<file path="config.mk">
export PLATFORM = sky130hd
export DESIGN_NAME = wsv_validator
export DESIGN_NICKNAME = d
export VERILOG_FILES = /design/src/design/wsv_validator.v
export VERILOG_INCLUDE_DIRS = /design/src /design/src/design
export SDC_FILE = /design/constraint.sdc
export NUM_CORES = 1
export LEC_CHECK = 0
export ABC_AREA = 1
export BUFFER_PORTS_ARGS = -buffer_cell sky130_fd_sc_hd__buf_4
export CORE_MARGIN = 5
export CORE_UTILIZATION = 54
export CTS_CLUSTER_DIAMETER = 60
export CTS_CLUSTER_SIZE = 8
export DETAILED_ROUTE_END_ITERATION = 10
export MAX_ROUTING_LAYER = met4
export PLACE_DENSITY = 0.83
export SLEW_MARGIN = 25
export SYNTH_ARGS = -nofsm -noshare
export SYNTH_HDL_FRONTEND = slang
export SYNTH_SLANG_ARGS = --single-unit
</file>
<file path="constraint.sdc">
create_clock -name pclk -period 3.1 [get_ports pclk]
set_input_delay 0.465 -clock pclk [delete_from_list [all_inputs] [get_ports pclk]]
set_output_delay 0.465 -clock pclk [all_outputs]
set_load 0.01 [all_outputs]
</file>
<file path="src/design/wsv_consts.vh">
`ifndef WSV_CONSTS_VH
`define WSV_CONSTS_VH

// ==========================================
// Register byte offsets
`define WSV_A_SHAPE    8'h00
`define WSV_A_FREQ_LO  8'h04
`define WSV_A_FREQ_HI  8'h08
`define WSV_A_DUTY     8'h0C
`define WSV_A_AMP      8'h10
`define WSV_A_MOD      8'h14
`define WSV_A_ARB      8'h18
`define WSV_A_COMBINED_SETUP_CMD    8'h1C
`define WSV_A_OFFS     8'h20
`define WSV_A_TRIG     8'h24
`define WSV_A_ERR      8'h28
`define WSV_A_STATUS   8'h2C

// ==========================================
// Shape codes
`define WSV_SH_SINE    3'h0
`define WSV_SH_SQUARE  3'h1
`define WSV_SH_TRI     3'h2
`define WSV_SH_RAMP    3'h3
`define WSV_SH_NOISE   3'h4
`define WSV_SH_USER    3'h5
`define WSV_SH_DC      3'h6

// ==========================================
// Modulation modes
`define WSV_MD_OFF     3'h0
`define WSV_MD_SWEEP   3'h5

// ==========================================
// Amplitude units
`define WSV_U_VPP      2'h0
`define WSV_U_VRMS     2'h1
`define WSV_U_DBM      2'h2

// ==========================================
// Frequency limits, units of 100 uHz
`define WSV_F_15M      40'h22_ECB2_5C00
`define WSV_F_5M       40'h0B_A43B_7400
`define WSV_F_2M5      40'h05_D21D_BA00
`define WSV_F_200K     40'h00_7735_9400
`define WSV_F_100K     40'h00_3B9A_CA00
`define WSV_F_1K       40'h00_0098_9680
`define WSV_F_MIN_STD  40'h00_0000_0001
`define WSV_F_MIN_USER 40'h00_0000_03E8
`define WSV_F_NONE_LO  40'h00_0000_0000
`define WSV_F_NONE_HI  40'hFF_FFFF_FFFF

// ==========================================
// User waveform point thresholds
`define WSV_PTS_8K     14'h2000
`define WSV_PTS_12K    14'h2FFF

// ==========================================
// Duty cycle limits in percent
`define WSV_D_LO_WIDE  8'h14
`define WSV_D_HI_WIDE  8'h50
`define WSV_D_LO_NARR  8'h28
`define WSV_D_HI_NARR  8'h3C
`define WSV_D_DEF      8'h32

// ==========================================
// Amplitude ceilings: mVrms and 0.01 dBm
`define WSV_AR_SINE    16'h0DCF
`define WSV_AR_SQUARE  16'h1388
`define WSV_AR_TRI     16'h0B47
`define WSV_AD_SINE    16'h095C
`define WSV_AD_SQUARE  16'h0A8A
`define WSV_AD_TRI     16'h08AA
`define WSV_A_NOLIM    16'hFFFF
`define WSV_AMP_DEF    16'h0064

// ==========================================
// Error codes, 16-bit two's complement
`define WSV_E_NONE     16'h0000
`define WSV_E_CONFLICT 16'hFF23
`define WSV_E_RANGE    16'hFF22
`define WSV_E_ILLEGAL  16'hFF20

`define WSV_EQ_DEPTH   3'h4

`endif

</file>
<file path="src/design/wsv_validator.v">
// Summary of operation
// - Offers sine, square, triangle, ramp, noise, plus arbitrary-waveform selection.
// - Arbitrary source is one of five built-ins or user-downloaded data.
// - Shape is sine after reset.
// - Shape change lowering max frequency clamps frequency and reports -221.
// - In rms or dBm units, shape change clamps excess amplitude, reports -221.
// - Noise refused as modulation carrier; any shape except dc may be modulating wave.
// - Changing to a shape the active modulation forbids turns modulation off.
// - AM, FM, FSK and burst accepted on permitted carriers including arbitrary.
// - Linear or log sweep accepted for all shapes except noise and dc.
// - Sine and square up to 15 MHz, ramp and triangle 100 kHz, minimum 100 uHz.
// - Built-in arbitrary waveforms limited to 5 MHz.
// - User waveform maximum 5, 2.5 or 0.2 MHz by points; minimum 100 mHz.
// - Frequency is 1 kHz until one is set.
// - Square duty 40-60% above 5 MHz, else 20-80%.
// - Frequency making duty invalid moves duty to nearest limit, reports -221.
// - Shape select accepts exactly sine, square, triangle, ramp, noise, user, dc.
// - Combined setup sets shape, frequency, amplitude, offset; resets duty, mode, trigger.
// - Errors queue up; indicator while non-empty; empty queue reads zero.
//
// Chosen here: the placing of the registers and the APB register port.
`include "wsv_consts.vh"

module wsv_validator (
	input  wire        pclk,
	input  wire        presetn,
	input  wire        psel,
	input  wire        penable,
	input  wire        pwrite,
	input  wire [7:0]  paddr,
	input  wire [31:0] pwdata,
	output reg  [31:0] prdata,
	output reg         pready,
	output reg         pslverr,
	output reg  [2:0]  shape_r,
	output reg  [39:0] freq_r,
	output reg  [7:0]  duty_r,
	output reg  [15:0] amp_r,
	output reg  [2:0]  mod_mode_r,
	output reg         err_pending_r
);

	localparam S_IDLE = 2'd0;
	localparam S_FREQ = 2'd1;
	localparam S_DUTY = 2'd2;
	localparam S_AMP  = 2'd3;

	// Staged frequency words restart at the default setting
	localparam [39:0] F_DEF = `WSV_F_1K;

	// ==========================================
	// Limit tables
	function [39:0] f_max;
		input [2:0]  shp;
		input        usr;
		input [13:0] pts;
		begin
			case (shp)
				`WSV_SH_SINE, `WSV_SH_SQUARE: f_max = `WSV_F_15M;
				`WSV_SH_TRI, `WSV_SH_RAMP:    f_max = `WSV_F_100K;
				`WSV_SH_USER: begin
					if (!usr)
						f_max = `WSV_F_5M;
					else if (pts <= `WSV_PTS_8K)
						f_max = `WSV_F_5M;
					else if (pts <= `WSV_PTS_12K)
						f_max = `WSV_F_2M5;
					else
						f_max = `WSV_F_200K;
				end
				default: f_max = `WSV_F_NONE_HI;
			endcase
		end
	endfunction

	function [39:0] f_min;
		input [2:0] shp;
		input       usr;
		begin
			case (shp)
				`WSV_SH_NOISE, `WSV_SH_DC: f_min = `WSV_F_NONE_LO;
				`WSV_SH_USER: f_min = usr ? `WSV_F_MIN_USER : `WSV_F_MIN_STD;
				default: f_min = `WSV_F_MIN_STD;
			endcase
		end
	endfunction

	// Vpp ceilings are equal for all shapes, so only rms and dBm need a table
	function [15:0] a_max;
		input [2:0] shp;
		input [1:0] unit;
		begin
			case (shp)
				`WSV_SH_SQUARE:
					a_max = (unit == `WSV_U_VRMS) ? `WSV_AR_SQUARE : `WSV_AD_SQUARE;
				`WSV_SH_TRI, `WSV_SH_RAMP:
					a_max = (unit == `WSV_U_VRMS) ? `WSV_AR_TRI : `WSV_AD_TRI;
				default:
					a_max = (unit == `WSV_U_VRMS) ? `WSV_AR_SINE : `WSV_AD_SINE;
			endcase
			if (unit == `WSV_U_VPP || shp == `WSV_SH_DC)
				a_max = `WSV_A_NOLIM;
		end
	endfunction

	// ==========================================
	// State
	reg [1:0]  state_r;
	reg        chk_amp_r;
	reg [15:0] cause_r;
	reg        push_r;
	reg [15:0] push_code_r;
	reg [31:0] stg_lo_r;
	reg [7:0]  stg_hi_r;
	reg [15:0] offs_stg_r;
	reg [15:0] offs_r;
	reg [1:0]  unit_r;
	reg        log_sweep_r;
	reg [2:0]  mod_shape_r;
	reg [2:0]  arb_sel_r;
	reg        arb_user_r;
	reg [13:0] arb_pts_r;
	reg [1:0]  trig_src_r;
	reg        trig_slope_r;
	reg [15:0] err_q [0:3];
	reg [1:0]  eq_wr_r;
	reg [1:0]  eq_rd_r;
	reg [2:0]  eq_cnt_r;
	reg [2:0]  eq_cnt_nxt;
	reg [31:0] rdata_nxt;
	reg        addr_ok;

	wire [39:0] fmax     = f_max(shape_r, arb_user_r, arb_pts_r);
	wire [39:0] fmin     = f_min(shape_r, arb_user_r);
	wire [15:0] amax     = a_max(shape_r, unit_r);
	wire        fast     = freq_r > `WSV_F_5M;
	wire [7:0]  dlo      = fast ? `WSV_D_LO_NARR : `WSV_D_LO_WIDE;
	wire [7:0]  dhi      = fast ? `WSV_D_HI_NARR : `WSV_D_HI_WIDE;
	wire        done     = psel & penable & pready;
	wire        wr       = done & pwrite & addr_ok;
	wire        pop      = done & ~pwrite & (paddr == `WSV_A_ERR) & (eq_cnt_r != 3'h0);
	wire        no_carr  = (shape_r == `WSV_SH_NOISE) | (shape_r == `WSV_SH_DC);
	wire        wd_nocar = (pwdata[2:0] == `WSV_SH_NOISE) | (pwdata[2:0] == `WSV_SH_DC);
	wire        wd_shok  = pwdata[2:0] != 3'h7;

	// ==========================================
	// Address decode and read mux
	always @* begin
		addr_ok   = (paddr[1:0] == 2'b00) && (paddr <= `WSV_A_STATUS);
		rdata_nxt = 32'h0000_0000;
		case (paddr)
			`WSV_A_SHAPE:   rdata_nxt = {29'h0, shape_r};
			`WSV_A_FREQ_LO: rdata_nxt = freq_r[31:0];
			`WSV_A_FREQ_HI: rdata_nxt = {24'h0, freq_r[39:32]};
			`WSV_A_DUTY:    rdata_nxt = {24'h0, duty_r};
			`WSV_A_AMP:     rdata_nxt = {14'h0, unit_r, amp_r};
			`WSV_A_MOD:     rdata_nxt = {25'h0, mod_shape_r, log_sweep_r, mod_mode_r};
			`WSV_A_ARB:     rdata_nxt = {2'h0, arb_pts_r, 12'h0, arb_user_r, arb_sel_r};
			`WSV_A_OFFS:    rdata_nxt = {16'h0, offs_r};
			`WSV_A_TRIG:    rdata_nxt = {29'h0, trig_slope_r, trig_src_r};
			`WSV_A_ERR:     rdata_nxt = (eq_cnt_r != 3'h0) ?
				{16'h0, err_q[eq_rd_r]} : {16'h0, `WSV_E_NONE};
			`WSV_A_STATUS:  rdata_nxt = {27'h0, eq_cnt_r, state_r != S_IDLE, err_pending_r};
			default:        rdata_nxt = 32'h0000_0000;
		endcase
	end

	// ==========================================
	// APB handshake: no answer while a change is still being settled
	always @(posedge pclk or negedge presetn) begin
		if (!presetn) begin
			pready  <= 1'b0;
			pslverr <= 1'b0;
			prdata  <= 32'h0000_0000;
		end else if (done) begin
			pready  <= 1'b0;
			pslverr <= 1'b0;
		end else if (psel && !pready && state_r == S_IDLE && !push_r) begin
			// A setup seen while busy is answered later, in the access phase
			pready  <= 1'b1;
			pslverr <= ~addr_ok;
			prdata  <= rdata_nxt;
		end
	end

	// ==========================================
	// Settings and clamp sequencer
	always @(posedge pclk or negedge presetn) begin
		if (!presetn) begin
			state_r      <= S_IDLE;
			chk_amp_r    <= 1'b0;
			cause_r      <= `WSV_E_CONFLICT;
			push_r       <= 1'b0;
			push_code_r  <= `WSV_E_NONE;
			shape_r      <= `WSV_SH_SINE;
			freq_r       <= `WSV_F_1K;
			stg_lo_r     <= F_DEF[31:0];
			stg_hi_r     <= F_DEF[39:32];
			duty_r       <= `WSV_D_DEF;
			amp_r        <= `WSV_AMP_DEF;
			unit_r       <= `WSV_U_VPP;
			offs_r       <= 16'h0000;
			offs_stg_r   <= 16'h0000;
			mod_mode_r   <= `WSV_MD_OFF;
			log_sweep_r  <= 1'b0;
			mod_shape_r  <= `WSV_SH_SINE;
			arb_sel_r    <= 3'h0;
			arb_user_r   <= 1'b0;
			arb_pts_r    <= 14'h0008;
			trig_src_r   <= 2'h0;
			trig_slope_r <= 1'b0;
		end else begin
			push_r <= 1'b0;
			case (state_r)
				S_IDLE: begin
					if (wr) begin
						case (paddr)
							`WSV_A_SHAPE: begin
								if (!wd_shok) begin
									push_r      <= 1'b1;
									push_code_r <= `WSV_E_ILLEGAL;
								end else begin
									shape_r   <= pwdata[2:0];
									if (wd_nocar)
										mod_mode_r <= `WSV_MD_OFF;
									cause_r   <= `WSV_E_CONFLICT;
									chk_amp_r <= 1'b1;
									state_r   <= S_FREQ;
								end
							end
							`WSV_A_FREQ_LO: stg_lo_r <= pwdata;
							`WSV_A_FREQ_HI: begin
								stg_hi_r  <= pwdata[7:0];
								freq_r    <= {pwdata[7:0], stg_lo_r};
								cause_r   <= `WSV_E_RANGE;
								chk_amp_r <= 1'b0;
								state_r   <= S_FREQ;
							end
							`WSV_A_DUTY: begin
								duty_r    <= pwdata[7:0];
								cause_r   <= `WSV_E_RANGE;
								chk_amp_r <= 1'b0;
								state_r   <= S_DUTY;
							end
							`WSV_A_AMP: begin
								amp_r   <= pwdata[15:0];
								unit_r  <= pwdata[17:16];
								cause_r <= (pwdata[17:16] != unit_r) ?
									`WSV_E_CONFLICT : `WSV_E_RANGE;
								state_r <= S_AMP;
							end
							`WSV_A_MOD: begin
								log_sweep_r <= pwdata[3];
								mod_shape_r <= (pwdata[6:4] <= `WSV_SH_USER) ?
									pwdata[6:4] : mod_shape_r;
								if (pwdata[2:0] > `WSV_MD_SWEEP) begin
									push_r      <= 1'b1;
									push_code_r <= `WSV_E_ILLEGAL;
								end else if (pwdata[2:0] != `WSV_MD_OFF && no_carr) begin
									mod_mode_r  <= `WSV_MD_OFF;
									push_r      <= 1'b1;
									push_code_r <= `WSV_E_CONFLICT;
								end else begin
									mod_mode_r  <= pwdata[2:0];
								end
							end
							`WSV_A_ARB: begin
								arb_sel_r  <= (pwdata[2:0] <= 3'h4) ? pwdata[2:0] : arb_sel_r;
								arb_user_r <= pwdata[3];
								arb_pts_r  <= pwdata[29:16];
								cause_r    <= `WSV_E_CONFLICT;
								chk_amp_r  <= 1'b0;
								state_r    <= S_FREQ;
							end
							`WSV_A_COMBINED_SETUP_CMD: begin
								if (!wd_shok) begin
									push_r      <= 1'b1;
									push_code_r <= `WSV_E_ILLEGAL;
								end else begin
									// Side effects on duty, mode and trigger are intended
									shape_r      <= pwdata[2:0];
									freq_r       <= {stg_hi_r, stg_lo_r};
									amp_r        <= pwdata[31:16];
									offs_r       <= offs_stg_r;
									duty_r       <= `WSV_D_DEF;
									mod_mode_r   <= `WSV_MD_OFF;
									trig_src_r   <= 2'h0;
									trig_slope_r <= 1'b0;
									cause_r      <= `WSV_E_CONFLICT;
									chk_amp_r    <= 1'b1;
									state_r      <= S_FREQ;
								end
							end
							`WSV_A_OFFS: offs_stg_r <= pwdata[15:0];
							`WSV_A_TRIG: begin
								trig_src_r   <= pwdata[1:0];
								trig_slope_r <= pwdata[2];
							end
							default: ;
						endcase
					end
				end
				S_FREQ: begin
					if (freq_r > fmax) begin
						freq_r      <= fmax;
						push_r      <= 1'b1;
						push_code_r <= cause_r;
					end else if (freq_r < fmin) begin
						freq_r      <= fmin;
						push_r      <= 1'b1;
						push_code_r <= cause_r;
					end
					if (cause_r == `WSV_E_RANGE)
						cause_r <= `WSV_E_CONFLICT;
					state_r <= S_DUTY;
				end
				S_DUTY: begin
					// Duty limits only mean something for the square shape
					if (shape_r == `WSV_SH_SQUARE && (duty_r < dlo || duty_r > dhi)) begin
						duty_r      <= (duty_r < dlo) ? dlo : dhi;
						push_r      <= 1'b1;
						push_code_r <= cause_r;
					end
					state_r <= chk_amp_r ? S_AMP : S_IDLE;
				end
				S_AMP: begin
					if (amp_r > amax) begin
						amp_r       <= amax;
						push_r      <= 1'b1;
						push_code_r <= cause_r;
					end
					chk_amp_r <= 1'b0;
					state_r   <= S_IDLE;
				end
				default: state_r <= S_IDLE;
			endcase
		end
	end

	// ==========================================
	// Error queue; a full queue drops the newest entry
	always @* begin
		eq_cnt_nxt = eq_cnt_r;
		if (push_r && eq_cnt_r != `WSV_EQ_DEPTH && !pop)
			eq_cnt_nxt = eq_cnt_r + 3'h1;
		else if (pop && !(push_r && eq_cnt_r != `WSV_EQ_DEPTH))
			eq_cnt_nxt = eq_cnt_r - 3'h1;
	end

	always @(posedge pclk) begin
		if (push_r && eq_cnt_r != `WSV_EQ_DEPTH)
			err_q[eq_wr_r] <= push_code_r;
	end

	always @(posedge pclk or negedge presetn) begin
		if (!presetn) begin
			eq_wr_r       <= 2'h0;
			eq_rd_r       <= 2'h0;
			eq_cnt_r      <= 3'h0;
			err_pending_r <= 1'b0;
		end else begin
			if (push_r && eq_cnt_r != `WSV_EQ_DEPTH)
				eq_wr_r <= eq_wr_r + 2'h1;
			if (pop)
				eq_rd_r <= eq_rd_r + 2'h1;
			eq_cnt_r      <= eq_cnt_nxt;
			err_pending_r <= eq_cnt_nxt != 3'h0;
		end
	end

endmodule // wsv_validator

</file>
; Yosys cells after proc, flatten, opt, wreduce, memory -nomap -nowiden
; Memories as Yosys holds them, arrays and structs flattened.
; Cells that the tools add are included.
[word_totals]
ram_bits = 64
wordCells = 247
register_bits = 247
n_memories = 1
[classes]
reduce_logical = 57
bitwise = 12
muxes = 85
add_sub_neg = 4
n_eq_ne = 47
order_cmp = 12
[memory_table]
columns = memory, words, width, rd, rd_clocked_by_memory_dff, wr, line
row1 = err_q, 4, 16, 1, 0, 1, wsv_validator.v:125  ; reg [15:0] err_q [0:3];
[op_table]
columns = operator, n
row1 = $pmux 32 s11, 1
row2 = $mux 16, 16
row3 = $mux 40, 4
row4 = $pmux 40 s2, 2
row5 = $pmux 16 s2, 4
row6 = $pmux 16 s4, 2
row7 = $pmux 40 s3, 1
row8 = $mux 36, 2
row9 = $gt 40x36->1 const B, 1
row10 = $gt 40x40->1, 1
row11 = $lt 40x40->1, 1
row12 = $mux 35, 1
row13 = $eq 8x5->1 const B, 4
row14 = $eq 8x6->1 const B, 4
row15 = $pmux 8 s2, 2
row16 = $le 14x14->1 const B, 2
row17 = $pmux 13 s2, 1
row18 = $mux 8, 3
row19 = $reduce_and 4->1, 6
row20 = $mux 3, 7
row21 = $ne 3x3->1 const B, 7
row22 = $reduce_and 3->1, 7
row23 = $mux 10, 2
row24 = $pmux 10 s2, 1
row25 = other kinds (50), 135

; Longest topological paths before layout
[depth]
ltp_word = 9
depth_mapped = 26

; Worst setup path before layout
; OpenSTA, ideal clock, no wires.
[synth_path]
path_kind = reg2reg
from = register shape_r[0]
to = register freq_r[13]
stages_incl_launch_ff = 23
path_slack_ns = 0.102
n_path_buf = 1
required_time_ns = 2.983
t_arrival_ns = 2.882
path_cell_list = dfrtp_1 inv_1 nor2_2 inv_1 nor2_1 inv_1 nor2_1 inv_1 nand2_1 nor2_1 ha_1 a21o_1 nor2_1 nand2_1 a21oi_1 nand3_2 nand2_2 nand3_2 nand2_2 inv_2 buf_6 nand2_1 nand2_1
[synth_via]
elab_chain_len = 6
elab_cells_between_ends = 18
[synth_lines]
columns = element, line
row1 = start: declaration, wsv_validator.v:35  ; output reg [2:0] shape_r,
row2 = start signal: assignment, wsv_validator.v:195  ; shape_r <= `WSV_SH_SINE;
row3 = start signal: assignment, wsv_validator.v:223  ; shape_r <= pwdata[2:0];
row4 = start signal: assignment, wsv_validator.v:281  ; shape_r <= pwdata[2:0];
row5 = $eq 3x2->1 (tied with other cells), wsv_validator.v:58  ; case (shp)
row6 = $reduce_or 2->1 (on tied branches), "wsv_validator.v:58, wsv_validator.v:80"
row7 = $pmux 40 s3 or $pmux 10 s2 (tied branches), "wsv_validator.v:58, wsv_validator.v:80"
row8 = $gt 40x40->1 or $lt 40x40->1 (tied branches), "wsv_validator.v:304, wsv_validator.v:308"
row9 = $ne 3x3->1 (no line) or $mux 40 (tied branches), -
row10 = $reduce_and 5->1 (no line) or $pmux 40 s2 (tied branches), -
row11 = end signal: assignment, wsv_validator.v:282  ; freq_r <= {stg_hi_r, stg_lo_r};
row12 = end signal: assignment, wsv_validator.v:305  ; freq_r <= fmax;
row13 = end signal: assignment, wsv_validator.v:309  ; freq_r <= fmin;
row14 = end: declaration, wsv_validator.v:36  ; output reg [39:0] freq_r,
; Several ways; a longest one is shown, not always the timed one.
; A chain may end at the register's enable or synchronous reset.

; Worst setup path in the final report
[layout_path]
from = register arb_pts_r[12]
to = register freq_r[18]
[layout_via]
elab_chain_len = 8
elab_cells_between_ends = 11
[layout_lines]
columns = element, line
row1 = start: declaration, wsv_validator.v:122  ; reg [13:0] arb_pts_r;
row2 = start signal: assignment, wsv_validator.v:270  ; arb_pts_r <= pwdata[29:16];
row3 = $le 14x14->1 (no line), -
row4 = $mux 35, wsv_validator.v:66  ; else if (pts <= `WSV_PTS_12K)
row5 = $mux 36 *, wsv_validator.v:64  ; else if (pts <= `WSV_PTS_8K)
row6 = $mux 36 *, wsv_validator.v:62  ; if (!usr)
row7 = $pmux 40 s3 *, wsv_validator.v:58
row8 = $gt 40x40->1, wsv_validator.v:304  ; if (freq_r > fmax) begin
row9 = $ne 3x3->1 (no line) or $mux 40 (tied branches), -
row10 = $reduce_and 5->1 (no line) or $pmux 40 s2 (tied branches), -
; Every way passes the cells marked *; elsewhere a longest branch is shown, timed or not.

==> impl_metrics.csv <==
group,metric,value,unit
drt,vias,14180,
run,max_cap_violations,0,
clock_network,cts.htree.levels,2,
yosys,yosys_warnings,0,
pwr,ir_drop,0.0005158,V
timing,setup_tns,-2.839,ns
timing,fmax,303.9,MHz
floorplanning,core-area,0.02432,mm^2
yosys,syn_area_per_cell,7.725,um^2
timing,hold_viol,25,
floorplanning,die_area,0.02798,mm^2
worst_setup_path,max_stage_delay,0.44,ns
yosys,async_reset_ff_frac,0.9481,
pwr,power.net_switching,5682,uW
grt,grt_pass1_vias,13350,
timing,period_minus_slack,3.290,ns
yosys,ys_ff_latch,231,
drt,dr.pass1.iters,7,
placed_design,gp_congestion,1.076,
yosys,synth_cell_types,52,
grt,grt-ovfl-total,0,
worst_setup_path,crit_slowest_cell,"dfrtp_1",
grt,grt_pass1_wl,78180,um
grt,antenna_found_initial,2,
pwr,switching_share,0.4001,
worst_setup_path,critPathCaptureType,"flop",
yosys,synth.area.top_cells,"dfrtp_1 37%, nand2_1 16%, ha_1 7.5%, o21ai_0 6.9%, inv_1 5.4%",
timing,tightest_slew,0.7907,ns
finish,drive_gt1_frac,0.2754,
finish,nets,2155,
worst_setup_path,worstSetupPathType,"reg -> reg",
worst_setup_path,start_kind,"flop",
pwr,p_int,8519,uW
yosys,seq_area_frac_synth,0.4395,
grt,grtUsageTotal,0.3704,
timing,setup_viol,50,
worst_setup_path,critPathMostFrequentCell,"nand2_2",
yosys,yosysMostFrequentCell,"nand2_1",
clock_network,cts_made_buffers,35,
run_status,violations,"negative hold slack, negative setup slack",
yosys,netlist_top_cells_count,"567 x nand2_1, 195 x dfrtp_1, 193 x inv_1",
placed_design,io_buffer_count,149,
clock_network,clk_latency,0.51,ns
yosys,synth_top_area_frac,0.3653,
pwr,leakage,0.009205,uW
timing,timing.slew.headroom,0.4729,
pwr,clkPwrFrac,0.258,
worst_setup_path,critPathRequiredTime,3.55,ns
floorplanning,dieWidth,167.3,um
yosys,netlist.top_cell.by_area,"dfrtp_1",
timing,finalClockSkew,0.01429,ns
finish,area_growth,33.80,%
floorplanning,io_pins,150,
clock_network,cts_buffer_depth,3,
drt,routed_wl,53480,um
timing,holdWs,-0.05714,ns
timing,fin_ws,-0.1904,ns
pwr,pwr-share-comb,0.462,
floorplanning,dieHeight,167.3,um
yosys,synth_flop_cell,"dfrtp_1",
timing,rsz0062_at_grt,"true",
clock_network,postCtsHoldBufs,0,
worst_setup_path,critPathArrivalTime,3.74,ns
clock_network,cts_sinks,231,
hold_path,min_path_type,"in -> async",
drt,detail_route.vias_per_cell,5.958,
yosys,synth_edf_count,12,
worst_setup_path,critPathMaxFanout,7,
clock_network,clockRootBuffer,"clkbuf_16",
pwr,power,14200,uW
placed_design,hpwl,38730,um
grt,grt_max_degree,92,
worst_setup_path,worst-path-buf-inv,3,
run_status,status,"finished, violations left",
yosys,syn-num-nets,1854,
drt,drc,0,
pwr,p_per_area,794.6,mW/mm^2
floorplanning,rows,57,
timing,slew_violations,0,
drt,final_antenna_net_count,0,
clock_network,cts_tree,"done",
timing,timing.final.crit_share,1.061,
worst_setup_path,crit_chain,"inv_2, nand3_1, nor2_1, nand2_2, nand2_2, nand2_2, nand2_1, inv_1, ha_4, nand4_1, nor3_2, nand2_2, nor2_2, nand2_2, nand3_4, nand3_2, buf_6, o21ai_0, nand2_1, nand2_1",
pwr,sequentialPowerShare,0.280,
yosys,syn_area,0.01336,mm^2
yosys,postSynthCellCount,1729,
floorplanning,initial_utilization,0.5492,
clock_network,clkTransAtPathRegs,0.06,ns
drt,wl_per_cell,22.47,um
drt,drt_iter0_markers,1965,
worst_setup_path,critical_path.top_delay_family,"simple AND/OR/NAND/NOR gates",
## registers in the layout, summed over array words and instances, names as in the netlist, 2 cells and up
signal       cells
amp_r           16
arb_pts_r       14
arb_sel_r        3
duty_r           8
eq_cnt_r         3
eq_rd_r          2
eq_wr_r          2
err_q           12
freq_r          40
mod_mode_r       3
mod_shape_r      3
offs_r          16
offs_stg_r      16
prdata          32
push_code_r      3
shape_r          3
state_r          2
stg_hi_r         8
stg_lo_r        32
trig_src_r       2
unit_r           2
## power by group through the flow
stage	sequential, uW	clock [uW]	combinational [uW]
2_1_floorplan	4130	0	2760
3_3_place_gp	3970	0	5250
3_5_place_dp	3980	0	5390
4_1_cts	3950	3660	5690
5_1_grt	4010	3800	6990
6_report	3980	3660	6560
## cell type report
class	instances	area (um^2)
multi-input cells	1241	7122
fillers	1764	6449
flip-flops and latches	231	5871
repair buffers	320	2649
clock buffers	60	1012
inverters	201	774.5
well taps	324	405.4
clock inverters	2	35.03
diodes	1	2.502
## through the flow
step                      cell area, um^2  utilization  setup slack, ns  hold slack, ns  instances
after floorplan                     13360            -           0.1019          0.1694       1729
after global placement              15830       0.6509          -0.2628          0.4635       2293
after detailed placement            15830       0.6509          -0.2673          0.4671       2293
after CTS                           17090       0.7027         -0.08777         0.01188       2361
after global routing                17870       0.7348          -0.2875         0.01708       2380
final                               17870       0.7348          -0.1904        -0.05714       2380
## per-layer routing
| layer | track usage | wire (um) | vias to the layer above |
|---|---|---|---|
| met5 | - | 0 | - |
| met1 | 0.4917 | 21030 | 6699 |
| li1 | - | - | 6269 |
| met2 | 0.5634 | 23650 | 997 |
| met3 | 0.08958 | 6259 | 216 |
| met4 | 0.1256 | 2542 | 0 |
## cells in the final DEF (no fill, tap or decap), types with 13 or more instances in the layout
cell / netlist / routed
nor3_1: 23 / 13
clkbuf_16: 0 / 41
o22ai_1: 18 / 18
nor2_1: 105 / 88
dfrtp_1: 195 / 195
nand2_1: 567 / 535
a21oi_1: 52 / 46
buf_4: 3 / 293
nor2_2: 7 / 16
nand3_1: 71 / 54
mux2_2: 19 / 19
ha_4: 0 / 16
nand4_1: 25 / 25
nand2_2: 4 / 31
inv_1: 193 / 171
inv_2: 7 / 25
nand3_2: 4 / 16
o21ai_0: 185 / 159
ha_1: 80 / 64
o21ai_1: 7 / 27
clkbuf_1: 35 / 23
dfstp_2: 24 / 24
## final timing paths
path	from	to	slack, ns	depth (start not counted)
min in group pclk	pwdata[15]	offs_stg_r[15]	0.21	3
setup reg to reg	arb_pts_r[12]	freq_r[18]	-0.19	20
hold / removal	presetn	mod_mode_r[2]	-0.06	1
setup / recovery	arb_pts_r[12]	freq_r[18]	-0.19	20
max in group asynchronous	presetn	freq_r[20]	2.25	2
hold reg to reg	prdata[28]	prdata[28]	0.48	2
## kinds of logic after synthesis
logic type,Yosys count,synth area share
buffers and inverters,257,0.07710
multiplexers,21,0.01771
flip-flops,231,0.4395
adder cells (fa/ha/maj),80,0.07494
AO/OA/AOI/OAI,309,0.1286
AND/OR/NAND/NOR,826,0.2588
XOR/XNOR,5,0.003279
## repair_timing
action	CTS	global route
endpoints found under the hold margin	0	0
setup buffers	5	15
setup endpoints to repair	68	68
pin swaps	19	59
cloned	1	4
gates resized for setup	49	154
(Power assumes the default switching activity.)
